**src/hw/hub_cfg_pkg.sv**
```systemverilog
package hub_cfg_pkg;

  // register offsets
  localparam logic [7:0] OFS_CONFIG_BYTE_TWO   = 8'h07;
  localparam logic [7:0] OFS_CONFIG_BYTE_THREE = 8'h08;
  localparam logic [7:0] OFS_FIXED_PORT_MASK   = 8'h09;

  // field positions, second byte
  localparam int BIT_DYNAMIC_EN   = 7;
  localparam int BIT_OC_DELAY_LO  = 4;
  localparam int BIT_COMPOUND     = 3;
  // field positions, third byte
  localparam int BIT_RENUMBER_EN  = 3;
  localparam int BIT_INDICATOR_LO = 1;
  localparam int BIT_STRING_EN    = 0;

  // writable bits; everything else reads as zero
  localparam logic [7:0] MASK_CONFIG_BYTE_TWO   = 8'hB8;
  localparam logic [7:0] MASK_CONFIG_BYTE_THREE = 8'h0F;
  localparam logic [7:0] MASK_FIXED_PORT        = 8'hFE;

  // values after reset
  localparam logic [7:0] RST_CONFIG_BYTE_TWO   = 8'h00;
  localparam logic [7:0] RST_CONFIG_BYTE_THREE = 8'h00;
  localparam logic [7:0] RST_FIXED_PORT_MASK   = 8'h00;

  // indicator mode code that selects speed indication
  localparam logic [1:0] INDICATOR_SPEED = 2'h1;

  // timing
  localparam int CLK_KHZ           = 10000;
  localparam int OC_DELAY0_US      = 100;
  localparam int OC_DELAY1_US      = 4000;
  localparam int OC_DELAY2_US      = 8000;
  localparam int OC_DELAY3_US      = 16000;
  localparam int OC_DELAY0_CYCLES  = OC_DELAY0_US * CLK_KHZ / 1000;
  localparam int OC_DELAY1_CYCLES  = OC_DELAY1_US * CLK_KHZ / 1000;
  localparam int OC_DELAY2_CYCLES  = OC_DELAY2_US * CLK_KHZ / 1000;
  localparam int OC_DELAY3_CYCLES  = OC_DELAY3_US * CLK_KHZ / 1000;
  localparam int DISC_HOLD_US      = 10;
  localparam int DISC_HOLD_CYCLES  = DISC_HOLD_US * CLK_KHZ / 1000;

  // configuration as presented to the hub core
  typedef struct packed {
    logic       dynamic_en;
    logic [1:0] overcurrent_filter_delay;
    logic       compound;
    logic       port_renumber_enable;
    logic [1:0] indicator_mode_select;
    logic       indicators_supported;
    logic       string_en;
    logic [7:0] fixed_device_port_mask;
  } hub_report_t;

  // power link control toward the hub core
  typedef struct packed {
    logic upstream_connect;
    logic downstream_power;
    logic downstream_connect;
    logic self_powered;
  } power_ctl_t;

endpackage

```
**src/hw/hub_config_power.sv**
```systemverilog
// Functional notes
// - bit 7 of the second byte enables automatic self/bus power switching; 0 disables it.
// - with switching enabled, while local power is present the hub runs self-powered.
// - with switching enabled, local power is judged from the local supply sense input.
// - a change in local power at once drops downstream devices, their power, and upstream.
// - after that drop the hub re-attaches as bus-powered or self-powered per local power.
// - bits 5:4 pick the over-current filter delay of 0.1, 4, 8 or 16 ms.
// - bit 3 of the second byte reports the hub as part of a compound device.
// - with strap configuration, any non-removable port makes the hub report compound.
// - bit 3 of the third byte selects standard or port remap numbering.
// - bits 2:1 select indicator mode; 01 is speed indication, the rest USB mode.
// - indicator support is reported only in USB indicator mode.
// - bit 0 of the third byte enables string descriptor support.
// - mask bits 7:1 mark ports 7 to 1 non-removable and are reported to the host.
// - bit 0 of the non-removable mask always reads zero.
// - with default configuration the two strap pins choose the non-removable ports.
`timescale 1ns/10ps
`default_nettype none
module hub_config_power #(
  parameter int OC_CYCLES_0 = hub_cfg_pkg::OC_DELAY0_CYCLES,
  parameter int OC_CYCLES_1 = hub_cfg_pkg::OC_DELAY1_CYCLES,
  parameter int OC_CYCLES_2 = hub_cfg_pkg::OC_DELAY2_CYCLES,
  parameter int OC_CYCLES_3 = hub_cfg_pkg::OC_DELAY3_CYCLES
) (
  // clock and reset
  input  wire logic                     mclk,
  input  wire logic                     reset_n,
  // configuration byte port from the eeprom loader or smbus slave
  input  wire logic                     cfg_wr,
  input  wire logic                     cfg_rd,
  input  wire logic [7:0]               cfg_addr,
  input  wire logic [7:0]               cfg_wdata,
  output logic [7:0]                    cfg_rdata,
  // default configuration straps
  input  wire logic                     strap_config,
  input  wire logic [1:0]               fixed_port_strap_pins,
  // power and over-current sensing
  input  wire logic                     local_supply_sense,
  input  wire logic                     overcurrent_sense,
  output logic                          overcurrent_detect,
  // toward the hub core
  output hub_cfg_pkg::hub_report_t      report,
  output hub_cfg_pkg::power_ctl_t       power_ctl
);
  import hub_cfg_pkg::*;

  typedef enum logic [0:0] {
    ST_RUN        = 1'b0,
    ST_DISCONNECT = 1'b1
  } pwr_state_t;

  logic [7:0]  byte_two_q;
  logic [7:0]  byte_three_q;
  logic [7:0]  fixed_mask_q;
  logic [7:0]  fixed_mask_eff;
  logic [7:0]  strap_mask;
  logic        compound_eff;
  logic [7:0]  rdata_d;
  logic [7:0]  rdata_q;
  pwr_state_t  state_q;
  logic        self_pwr_q;
  logic        local_prev_q;
  logic        started_q;
  logic [7:0]  hold_cnt_q;
  logic [17:0] oc_cnt_q;
  logic [17:0] oc_limit;
  logic        oc_det_q;
  logic        power_change;

  // configuration bytes, reserved bits masked on write
  always_ff @(posedge mclk or negedge reset_n) begin
    if (!reset_n) begin
      byte_two_q   <= RST_CONFIG_BYTE_TWO;
      byte_three_q <= RST_CONFIG_BYTE_THREE;
      fixed_mask_q <= RST_FIXED_PORT_MASK;
    end else if (cfg_wr) begin
      unique case (cfg_addr)
        OFS_CONFIG_BYTE_TWO:   byte_two_q   <= cfg_wdata & MASK_CONFIG_BYTE_TWO;
        OFS_CONFIG_BYTE_THREE: byte_three_q <= cfg_wdata & MASK_CONFIG_BYTE_THREE;
        OFS_FIXED_PORT_MASK:   fixed_mask_q <= cfg_wdata & MASK_FIXED_PORT;
        default: ;
      endcase
    end
  end

  // strap decode: 00 none, 01 port 1, 10 ports 1-2, 11 ports 1-3
  always_comb begin
    unique case (fixed_port_strap_pins)
      2'h0: strap_mask = 8'h00;
      2'h1: strap_mask = 8'h02;
      2'h2: strap_mask = 8'h06;
      2'h3: strap_mask = 8'h0E;
    endcase
  end

  // effective mask and compound flag
  assign fixed_mask_eff = strap_config ? strap_mask : fixed_mask_q;
  assign compound_eff   = strap_config ? (|strap_mask)
                                       : byte_two_q[BIT_COMPOUND];

  // readback of the stored bytes, captured the cycle of the read
  always_comb begin
    unique case (cfg_addr)
      OFS_CONFIG_BYTE_TWO:   rdata_d = byte_two_q;
      OFS_CONFIG_BYTE_THREE: rdata_d = byte_three_q;
      OFS_FIXED_PORT_MASK:   rdata_d = fixed_mask_eff;
      default:               rdata_d = 8'h00;
    endcase
  end

  always_ff @(posedge mclk or negedge reset_n) begin
    if (!reset_n) begin
      rdata_q <= 8'h00;
    end else if (cfg_rd) begin
      rdata_q <= rdata_d;
    end
  end

  assign cfg_rdata = rdata_q;

  // report fields toward the hub core
  always_comb begin
    report.dynamic_en               = byte_two_q[BIT_DYNAMIC_EN];
    report.overcurrent_filter_delay = byte_two_q[BIT_OC_DELAY_LO +: 2];
    report.compound                 = compound_eff;
    report.port_renumber_enable     = byte_three_q[BIT_RENUMBER_EN];
    report.indicator_mode_select    = byte_three_q[BIT_INDICATOR_LO +: 2];
    report.indicators_supported     =
      (byte_three_q[BIT_INDICATOR_LO +: 2] != INDICATOR_SPEED);
    report.string_en                = byte_three_q[BIT_STRING_EN];
    report.fixed_device_port_mask   = fixed_mask_eff & MASK_FIXED_PORT;
  end

  // a local power change seen while dynamic switching is on
  assign power_change = started_q && byte_two_q[BIT_DYNAMIC_EN]
                        && (local_supply_sense != local_prev_q);

  // power state machine
  always_ff @(posedge mclk or negedge reset_n) begin
    if (!reset_n) begin
      state_q      <= ST_RUN;
      self_pwr_q   <= 1'b0;
      local_prev_q <= 1'b0;
      started_q    <= 1'b0;
      hold_cnt_q   <= 8'h00;
    end else begin
      local_prev_q <= local_supply_sense;
      if (!started_q) begin
        started_q  <= 1'b1;
        self_pwr_q <= local_supply_sense;
      end
      unique case (state_q)
        ST_RUN: begin
          if (power_change) begin
            state_q    <= ST_DISCONNECT;
            hold_cnt_q <= 8'(DISC_HOLD_CYCLES - 1);
          end
        end
        ST_DISCONNECT: begin
          if (hold_cnt_q == 8'h00) begin
            state_q    <= ST_RUN;
            self_pwr_q <= local_supply_sense;
          end else begin
            hold_cnt_q <= hold_cnt_q - 8'h01;
          end
        end
      endcase
    end
  end

  // link control: both connects and downstream power down while disconnected
  always_comb begin
    power_ctl.upstream_connect   = started_q && (state_q == ST_RUN);
    power_ctl.downstream_power   = started_q && (state_q == ST_RUN);
    power_ctl.downstream_connect = started_q && (state_q == ST_RUN);
    power_ctl.self_powered       = self_pwr_q;
  end

  // over-current filter limit from the delay field
  always_comb begin
    unique case (byte_two_q[BIT_OC_DELAY_LO +: 2])
      2'h0: oc_limit = 18'(OC_CYCLES_0);
      2'h1: oc_limit = 18'(OC_CYCLES_1);
      2'h2: oc_limit = 18'(OC_CYCLES_2);
      2'h3: oc_limit = 18'(OC_CYCLES_3);
    endcase
  end

  // over-current sense must hold for the whole filter delay
  always_ff @(posedge mclk or negedge reset_n) begin
    if (!reset_n) begin
      oc_cnt_q <= 18'h00000;
      oc_det_q <= 1'b0;
    end else if (!overcurrent_sense) begin
      oc_cnt_q <= 18'h00000;
      oc_det_q <= 1'b0;
    end else if (oc_cnt_q < oc_limit - 18'h00001) begin
      oc_cnt_q <= oc_cnt_q + 18'h00001;
    end else begin
      oc_det_q <= 1'b1;
    end
  end

  assign overcurrent_detect = oc_det_q;

  // assertions
  property p_no_switch_when_off;
    @(posedge mclk) disable iff (!reset_n)
    (state_q == ST_RUN && !byte_two_q[BIT_DYNAMIC_EN]) |=> (state_q == ST_RUN);
  endproperty
  a_no_switch_when_off: assert property (p_no_switch_when_off)
    else $error("power switch with dynamic switching off");

  property p_change_drops_link;
    @(posedge mclk) disable iff (!reset_n)
    (state_q == ST_RUN && started_q && byte_two_q[BIT_DYNAMIC_EN]
     && $changed(local_supply_sense))
    |=> (!power_ctl.upstream_connect && !power_ctl.downstream_power);
  endproperty
  a_change_drops_link: assert property (p_change_drops_link)
    else $error("link not dropped on local power change");

  property p_reattach_mode;
    @(posedge mclk) disable iff (!reset_n)
    (state_q == ST_DISCONNECT && hold_cnt_q == 8'h00)
    |=> (power_ctl.upstream_connect && power_ctl.self_powered == $past(local_supply_sense));
  endproperty
  a_reattach_mode: assert property (p_reattach_mode)
    else $error("re-attach in wrong power mode");

  property p_self_when_local;
    @(posedge mclk) disable iff (!reset_n)
    (power_ctl.upstream_connect && byte_two_q[BIT_DYNAMIC_EN]
     && local_supply_sense && $stable(local_supply_sense) && $stable(state_q))
    |-> power_ctl.self_powered;
  endproperty
  a_self_when_local: assert property (p_self_when_local)
    else $error("not self powered with local power present");

  // helper: consecutive over-current samples taken under the shortest delay
  logic [17:0] oc_run_q;

  always_ff @(posedge mclk or negedge reset_n) begin
    if (!reset_n) begin
      oc_run_q <= 18'h00000;
    end else if (!overcurrent_sense || byte_two_q[BIT_OC_DELAY_LO +: 2] != 2'h0) begin
      oc_run_q <= 18'h00000;
    end else if (oc_run_q != 18'h3FFFF) begin
      oc_run_q <= oc_run_q + 18'h00001;
    end
  end

  property p_oc_fast;
    @(posedge mclk) disable iff (!reset_n)
    (oc_run_q >= 18'(OC_CYCLES_0)) |-> overcurrent_detect;
  endproperty
  a_oc_fast: assert property (p_oc_fast)
    else $error("over-current not flagged after short delay");

  property p_oc_not_early;
    @(posedge mclk) disable iff (!reset_n)
    $rose(overcurrent_sense) |=> !overcurrent_detect [*8];
  endproperty
  a_oc_not_early: assert property (p_oc_not_early)
    else $error("over-current flagged too early");

  property p_indicator_report;
    @(posedge mclk) disable iff (!reset_n)
    report.indicators_supported == (report.indicator_mode_select != INDICATOR_SPEED);
  endproperty
  a_indicator_report: assert property (p_indicator_report)
    else $error("indicator support misreported");

  property p_strap_compound;
    @(posedge mclk) disable iff (!reset_n)
    (strap_config && fixed_port_strap_pins != 2'h0) |-> report.compound;
  endproperty
  a_strap_compound: assert property (p_strap_compound)
    else $error("strapped fixed port without compound report");

  property p_mask_bit0;
    @(posedge mclk) disable iff (!reset_n)
    $past(cfg_rd) && $past(cfg_addr) == OFS_FIXED_PORT_MASK |-> cfg_rdata[0] == 1'b0;
  endproperty
  a_mask_bit0: assert property (p_mask_bit0)
    else $error("reserved mask bit reads one");

  property p_reserved_zero;
    @(posedge mclk) disable iff (!reset_n)
    $past(cfg_rd) && $past(cfg_addr) == OFS_CONFIG_BYTE_THREE |-> cfg_rdata[7:4] == 4'h0;
  endproperty
  a_reserved_zero: assert property (p_reserved_zero)
    else $error("reserved bits of third byte read nonzero");

  property p_reserved_two;
    @(posedge mclk) disable iff (!reset_n)
    $past(cfg_rd) && $past(cfg_addr) == OFS_CONFIG_BYTE_TWO
    |-> (cfg_rdata[6] == 1'b0 && cfg_rdata[2:0] == 3'h0);
  endproperty
  a_reserved_two: assert property (p_reserved_two)
    else $error("reserved bits of second byte read nonzero");

  property p_write_byte_two;
    @(posedge mclk) disable iff (!reset_n)
    (cfg_wr && cfg_addr == OFS_CONFIG_BYTE_TWO)
    |=> (report.dynamic_en == $past(cfg_wdata[7])
         && report.overcurrent_filter_delay == $past(cfg_wdata[5:4])
         && (strap_config || report.compound == $past(cfg_wdata[3])));
  endproperty
  a_write_byte_two: assert property (p_write_byte_two)
    else $error("second byte fields not reported after write");

  property p_write_byte_three;
    @(posedge mclk) disable iff (!reset_n)
    (cfg_wr && cfg_addr == OFS_CONFIG_BYTE_THREE)
    |=> (report.port_renumber_enable == $past(cfg_wdata[3])
         && report.indicator_mode_select == $past(cfg_wdata[2:1])
         && report.string_en == $past(cfg_wdata[0]));
  endproperty
  a_write_byte_three: assert property (p_write_byte_three)
    else $error("third byte fields not reported after write");

  property p_sense_only;
    @(posedge mclk) disable iff (!reset_n)
    (state_q == ST_RUN && !$changed(local_supply_sense)) |=> (state_q == ST_RUN);
  endproperty
  a_sense_only: assert property (p_sense_only)
    else $error("disconnect without a local power change");

  // helper: cycles spent in the disconnect hold
  logic [7:0] disc_len_q;

  always_ff @(posedge mclk or negedge reset_n) begin
    if (!reset_n) begin
      disc_len_q <= 8'h00;
    end else if (state_q == ST_DISCONNECT) begin
      disc_len_q <= disc_len_q + 8'h01;
    end else begin
      disc_len_q <= 8'h00;
    end
  end

  property p_hold_not_long;
    @(posedge mclk) disable iff (!reset_n)
    (state_q == ST_DISCONNECT) |-> (disc_len_q < 8'(DISC_HOLD_CYCLES));
  endproperty
  a_hold_not_long: assert property (p_hold_not_long)
    else $error("disconnect hold too long");

  property p_hold_not_short;
    @(posedge mclk) disable iff (!reset_n)
    (state_q == ST_DISCONNECT && disc_len_q < 8'(DISC_HOLD_CYCLES - 1))
    |=> (state_q == ST_DISCONNECT);
  endproperty
  a_hold_not_short: assert property (p_hold_not_short)
    else $error("disconnect hold too short");

endmodule
`default_nettype wire

```
**config.mk**
```make
export PLATFORM = sky130hd
export DESIGN_NAME = hub_config_power
export DESIGN_NICKNAME = d
export VERILOG_FILES = /design/src/hw/hub_cfg_pkg.sv /design/src/hw/hub_config_power.sv
export SDC_FILE = /design/constraint.sdc
export NUM_CORES = 1
export LEC_CHECK = 0
export BUFFER_PORTS_ARGS = -buffer_cell sky130_fd_sc_hd__buf_2
export CAP_MARGIN = 20
export CORE_MARGIN = 2
export CORE_UTILIZATION = 50
export DETAILED_ROUTE_END_ITERATION = 10
export PLACE_DENSITY_LB_ADDON = 0.05
export SLEW_MARGIN = 20
export SYNTH_ARGS = -nofsm -noshare
export SYNTH_HDL_FRONTEND = slang
export SYNTH_SLANG_ARGS = --single-unit
```
**constraint.sdc**
```tcl
create_clock -name mclk -period 2.7 [get_ports mclk]
set_clock_uncertainty 0.15 [all_clocks]
set_input_delay 0.135 -clock mclk [delete_from_list [all_inputs] [get_ports mclk]]
set_output_delay 0.135 -clock mclk [all_outputs]
set_load 0.05 [all_outputs]
```
==> summary.txt <==
Finish
  • Share of cells above drive strength 1: 32.05%
  • N_diodes: 0
  • # fillers: 495
  • Design area: 3877 sq um
  • Area grow syn2layout: 25.92%
  • Post-layout nets: 437

Clock tree
  • Clock latency on the worst-skew pair: 0.31 ns
  • Clock Root Buffer: clkbuf_8
  • H-tree level count: 2
  • CTS tree: yes
  • Clk sinks: 54
  • Longest Clk Path Bufs: 2
  • Worst-path clk slew: 0.10 ns
  • CTS buffer count: 5

Logic synthesis
  • Proportion of synthesized flip-flops having asynchronous set or reset: 100.0%
  • Syn avg cell area: 9.744 sq um
  • Post-synthesis sequential area ratio: 43.88%
  • Distinct cells, synth: 49
  • Synth Net Count: 364
  • Cells after Synth: 316
  • Seq cells post-synth: 54
  • Yosys warning count: 0
  • Cell taking the most area after synthesis: dfrtp_1
  • Top cell type's share of synthesized area: 43.88%
  • Synth area leaders: dfrtp_1 44%, ha_1 9.3%, mux2_2 6.2%
  • Number of synthesized flops with an enable pin: 0
  • Main synth FF type: dfrtp_1
  • Mapped cell area: 3079 sq um

Setup path
  • CP Launch Type: register
  • Worst EP arrival: 2.94 ns
  • Critical-path cell list: inv_2 -> buf_4 -> ha_4 -> inv_2 -> ha_4 -> nand4_1 -> or3b_4 -> a2111o_1 -> nand3_4 -> buf_8 -> buf_6 -> o21ai_2 -> a21oi_1
  • Crit path launch: byte_two_q[5]
  • R2R setup slack: -0.17 ns
  • Reg2reg end: oc_cnt_q[12]
  • Worst r2r src: byte_two_q[5]
  • Worst EP required: 2.77 ns
  • CP Capture Type: register
  • CP max-delay cell: dfrtp_1
  • Delay of the slowest critical-path stage: 0.43 ns
  • CP Max Fanout: 8
  • Setup Crit Path Kind: register to register
  • Worst-case reg-to-reg path depth: 13

Hold path
  • Hold Startpoint: cfg_rd
  • Hold EP: cfg_rdata[1]
  • HP Class: input pin to register
  • Hold depth: 2

Placed design
  • # port buffers: 53
  • Area after DPL: 3437 sq um
  • Dpl ws: -0.1654 ns
  • Hpwl dp: 4681 microns
  • Final GP Congestion: 0.7640

Route
  • Total Wirelength: 7046 microns
  • Initial DRC count: 84
  • Routed vias: 2,522
  • Drc violations: 0
  • Post-DRT Antenna Nets: 0
  • Mean routed wirelength per cell: 15.15 microns
  • Drt via density: 5.424
  • 1st-pass router iterations: 4

GRT
  • Global-route wire length before repair: 11,350 microns
  • Global-route usage over all layers: 21.71%
  • Initial antenna violation count: 0
  • Number of global-route vias before repair: 2,426
  • Pin count of the biggest net entering global routing: 55
  • Grt total ovfl: 0

Floorplan
  • Core area: 5921 sq um
  • Site Rows: 28
  • Initial Util: 52.01%
  • Die Y: 82.48 microns
  • Io pins: 55
  • Die Area: 6802 sq um
  • Die width: 82.48 microns

Outcome
  • Failing checks: negative setup slack
  • Outcome: complete, but fails checks

Timing
  • RSZ-0062 raised after global routing: true
  • Final setup violation count: 19
  • Worst-margin pin slew: 0.5668 ns
  • Rel. slew slack: 61.98%
  • Final period utilization: 106.2%
  • Peak Freq: 348.6 MHz
  • Crit path time final: 2.869 ns
  • Setup ws final: -0.1686 ns
  • Slew Viols, Final: 0
  • Fin. Hold Viols: 0

Power and ir drop
  • Worst VDD drop: 0.0002886 V
  • Total Power: 0.001635 W
  • PD cells: 421.8 nW/um^2
  • Leak: 1.829 nW

Run
  • Max_cap viols: 0
[sequential cells by signal (all words and copies together) (netlist names)]
signal and flops:
cfg_rdata 8, byte_two_q 4, overcurrent_detect 1, fixed_mask_q 7, hold_cnt_q 8, oc_cnt_q 18, state_q 1, self_pwr_q 1
local_prev_q 1, started_q 1, byte_three_q 4
[what timing repair did]
action,4_1_cts,5_1_grt
resized for setup,26,16
pin swaps,3,7
setup endpoints to repair,19,19
buffers inserted,4,2
gates cloned,1,0
hold buffers,11,0
endpoints found under the hold margin,72,0
[power breakdown]
group          internal (W)  leakage, nW  switching (W)
Sequential         0.000828        0.709      0.0000162
Combinational      0.000102         1.07       0.000141
Clock              0.000278       0.0524       0.000270
[cells by family after synthesis]
| logic type | synth area share [%] |
|---|---|
| AND/OR/NAND/NOR | 19.46 |
| other | 0.2439 |
| buffers and inverters | 6.176 |
| XOR/XNOR | 2.276 |
| flip-flops | 43.88 |
| adder cells (fa/ha/maj) | 9.346 |
| multiplexers | 6.542 |
| AO/OA/AOI/OAI | 12.07 |
[cell usage after synthesis, types with 4 or more instances]
cell type	number
nor2b_1	6
or3_1	13
a22oi_1	5
inv_1	21
nand4_1	5
mux2_2	17
o22ai_1	4
ha_1	23
and3_1	9
a21oi_1	20
nand2b_1	4
buf_4	8
dfrtp_1	54
nand2_1	22
xnor2_1	6
nand3_1	10
clkbuf_1	6
o21ai_0	19
nor2_1	19
[metal layers]
layer,wire [microns],vias up,track usage (%)
met2,3344,57,35.32
li1,-,1251,-
met5,0,-,0
met4,53,0,4.333
met1,3386,1206,30.19
met3,261,8,4.239
[critical path: cells and delay by family (launching register included)]
| family | cells | cell delay, ns |
|---|---|---|
| flip-flops | 1 | 0.43 |
| AND/OR/NAND/NOR | 3 | 0.74 |
| adder cells (fa/ha/maj) | 2 | 0.39 |
| AO/OA/AOI/OAI | 3 | 0.53 |
| buffers and inverters | 5 | 0.54 |
[area by class of cell]
| type | count | area (sq um) | share of cell area, % |
|---|---|---|---|
| multi-input combinational | 222 | 1675 | 43.21 |
| sequential | 54 | 1351 | 34.85 |
| timing repair buffer | 83 | 564.3 | 14.55 |
| tap | 75 | 93.84 | 2.420 |
| inverter | 23 | 86.33 | 2.227 |
| clock buffer | 7 | 76.32 | 1.968 |
| clock inverter | 1 | 30.03 | 0.7744 |
[cell usage in the layout, fill, tap and decap left out, types with 6 or more instances in the layout]
master,count
dfrtp_1,54
buf_2,53
nand2_1,22
nor2_1,19
inv_1,17
mux2_2,17
a21oi_1,17
ha_1,16
o21ai_0,13
or3_1,12
dlygate4sd3_1,11
buf_4,11
nand3_1,9
and3_1,7
nor2b_1,6
xnor2_1,6
[per-stage QoR]
| step | instances | utilization [%] | hold WS [ns] | TNS, ns |
|---|---|---|---|---|
| 6_report | 465 | 65.49 | 0.02441 | -1.982 |
| 3_5_place_dp | 439 | 58.05 | 0.004768 | -0.9853 |
| 4_1_cts | 463 | 64.33 | 0.01660 | -0.1938 |
| 5_1_grt | 465 | 65.49 | 0.04740 | -3.770 |
| 2_1_floorplan | 316 | - | -0.3106 | 0 |
| 3_3_place_gp | 439 | 58.05 | 0.004612 | -0.1060 |
[worst max-delay path by stage]
| stage | to | slack [ns] |
|---|---|---|
| after floorplan | oc_cnt_q[15] | 0.0003 |
| after global placement | oc_cnt_q[15] | -0.03 |
| after detailed placement | oc_cnt_q[17] | -0.17 |
| after CTS | oc_cnt_q[5] | -0.04 |
| after global routing | oc_cnt_q[7] | -0.24 |
| final | oc_cnt_q[12] | -0.17 |
Note: power is estimated with default switching activity, not from simulation.
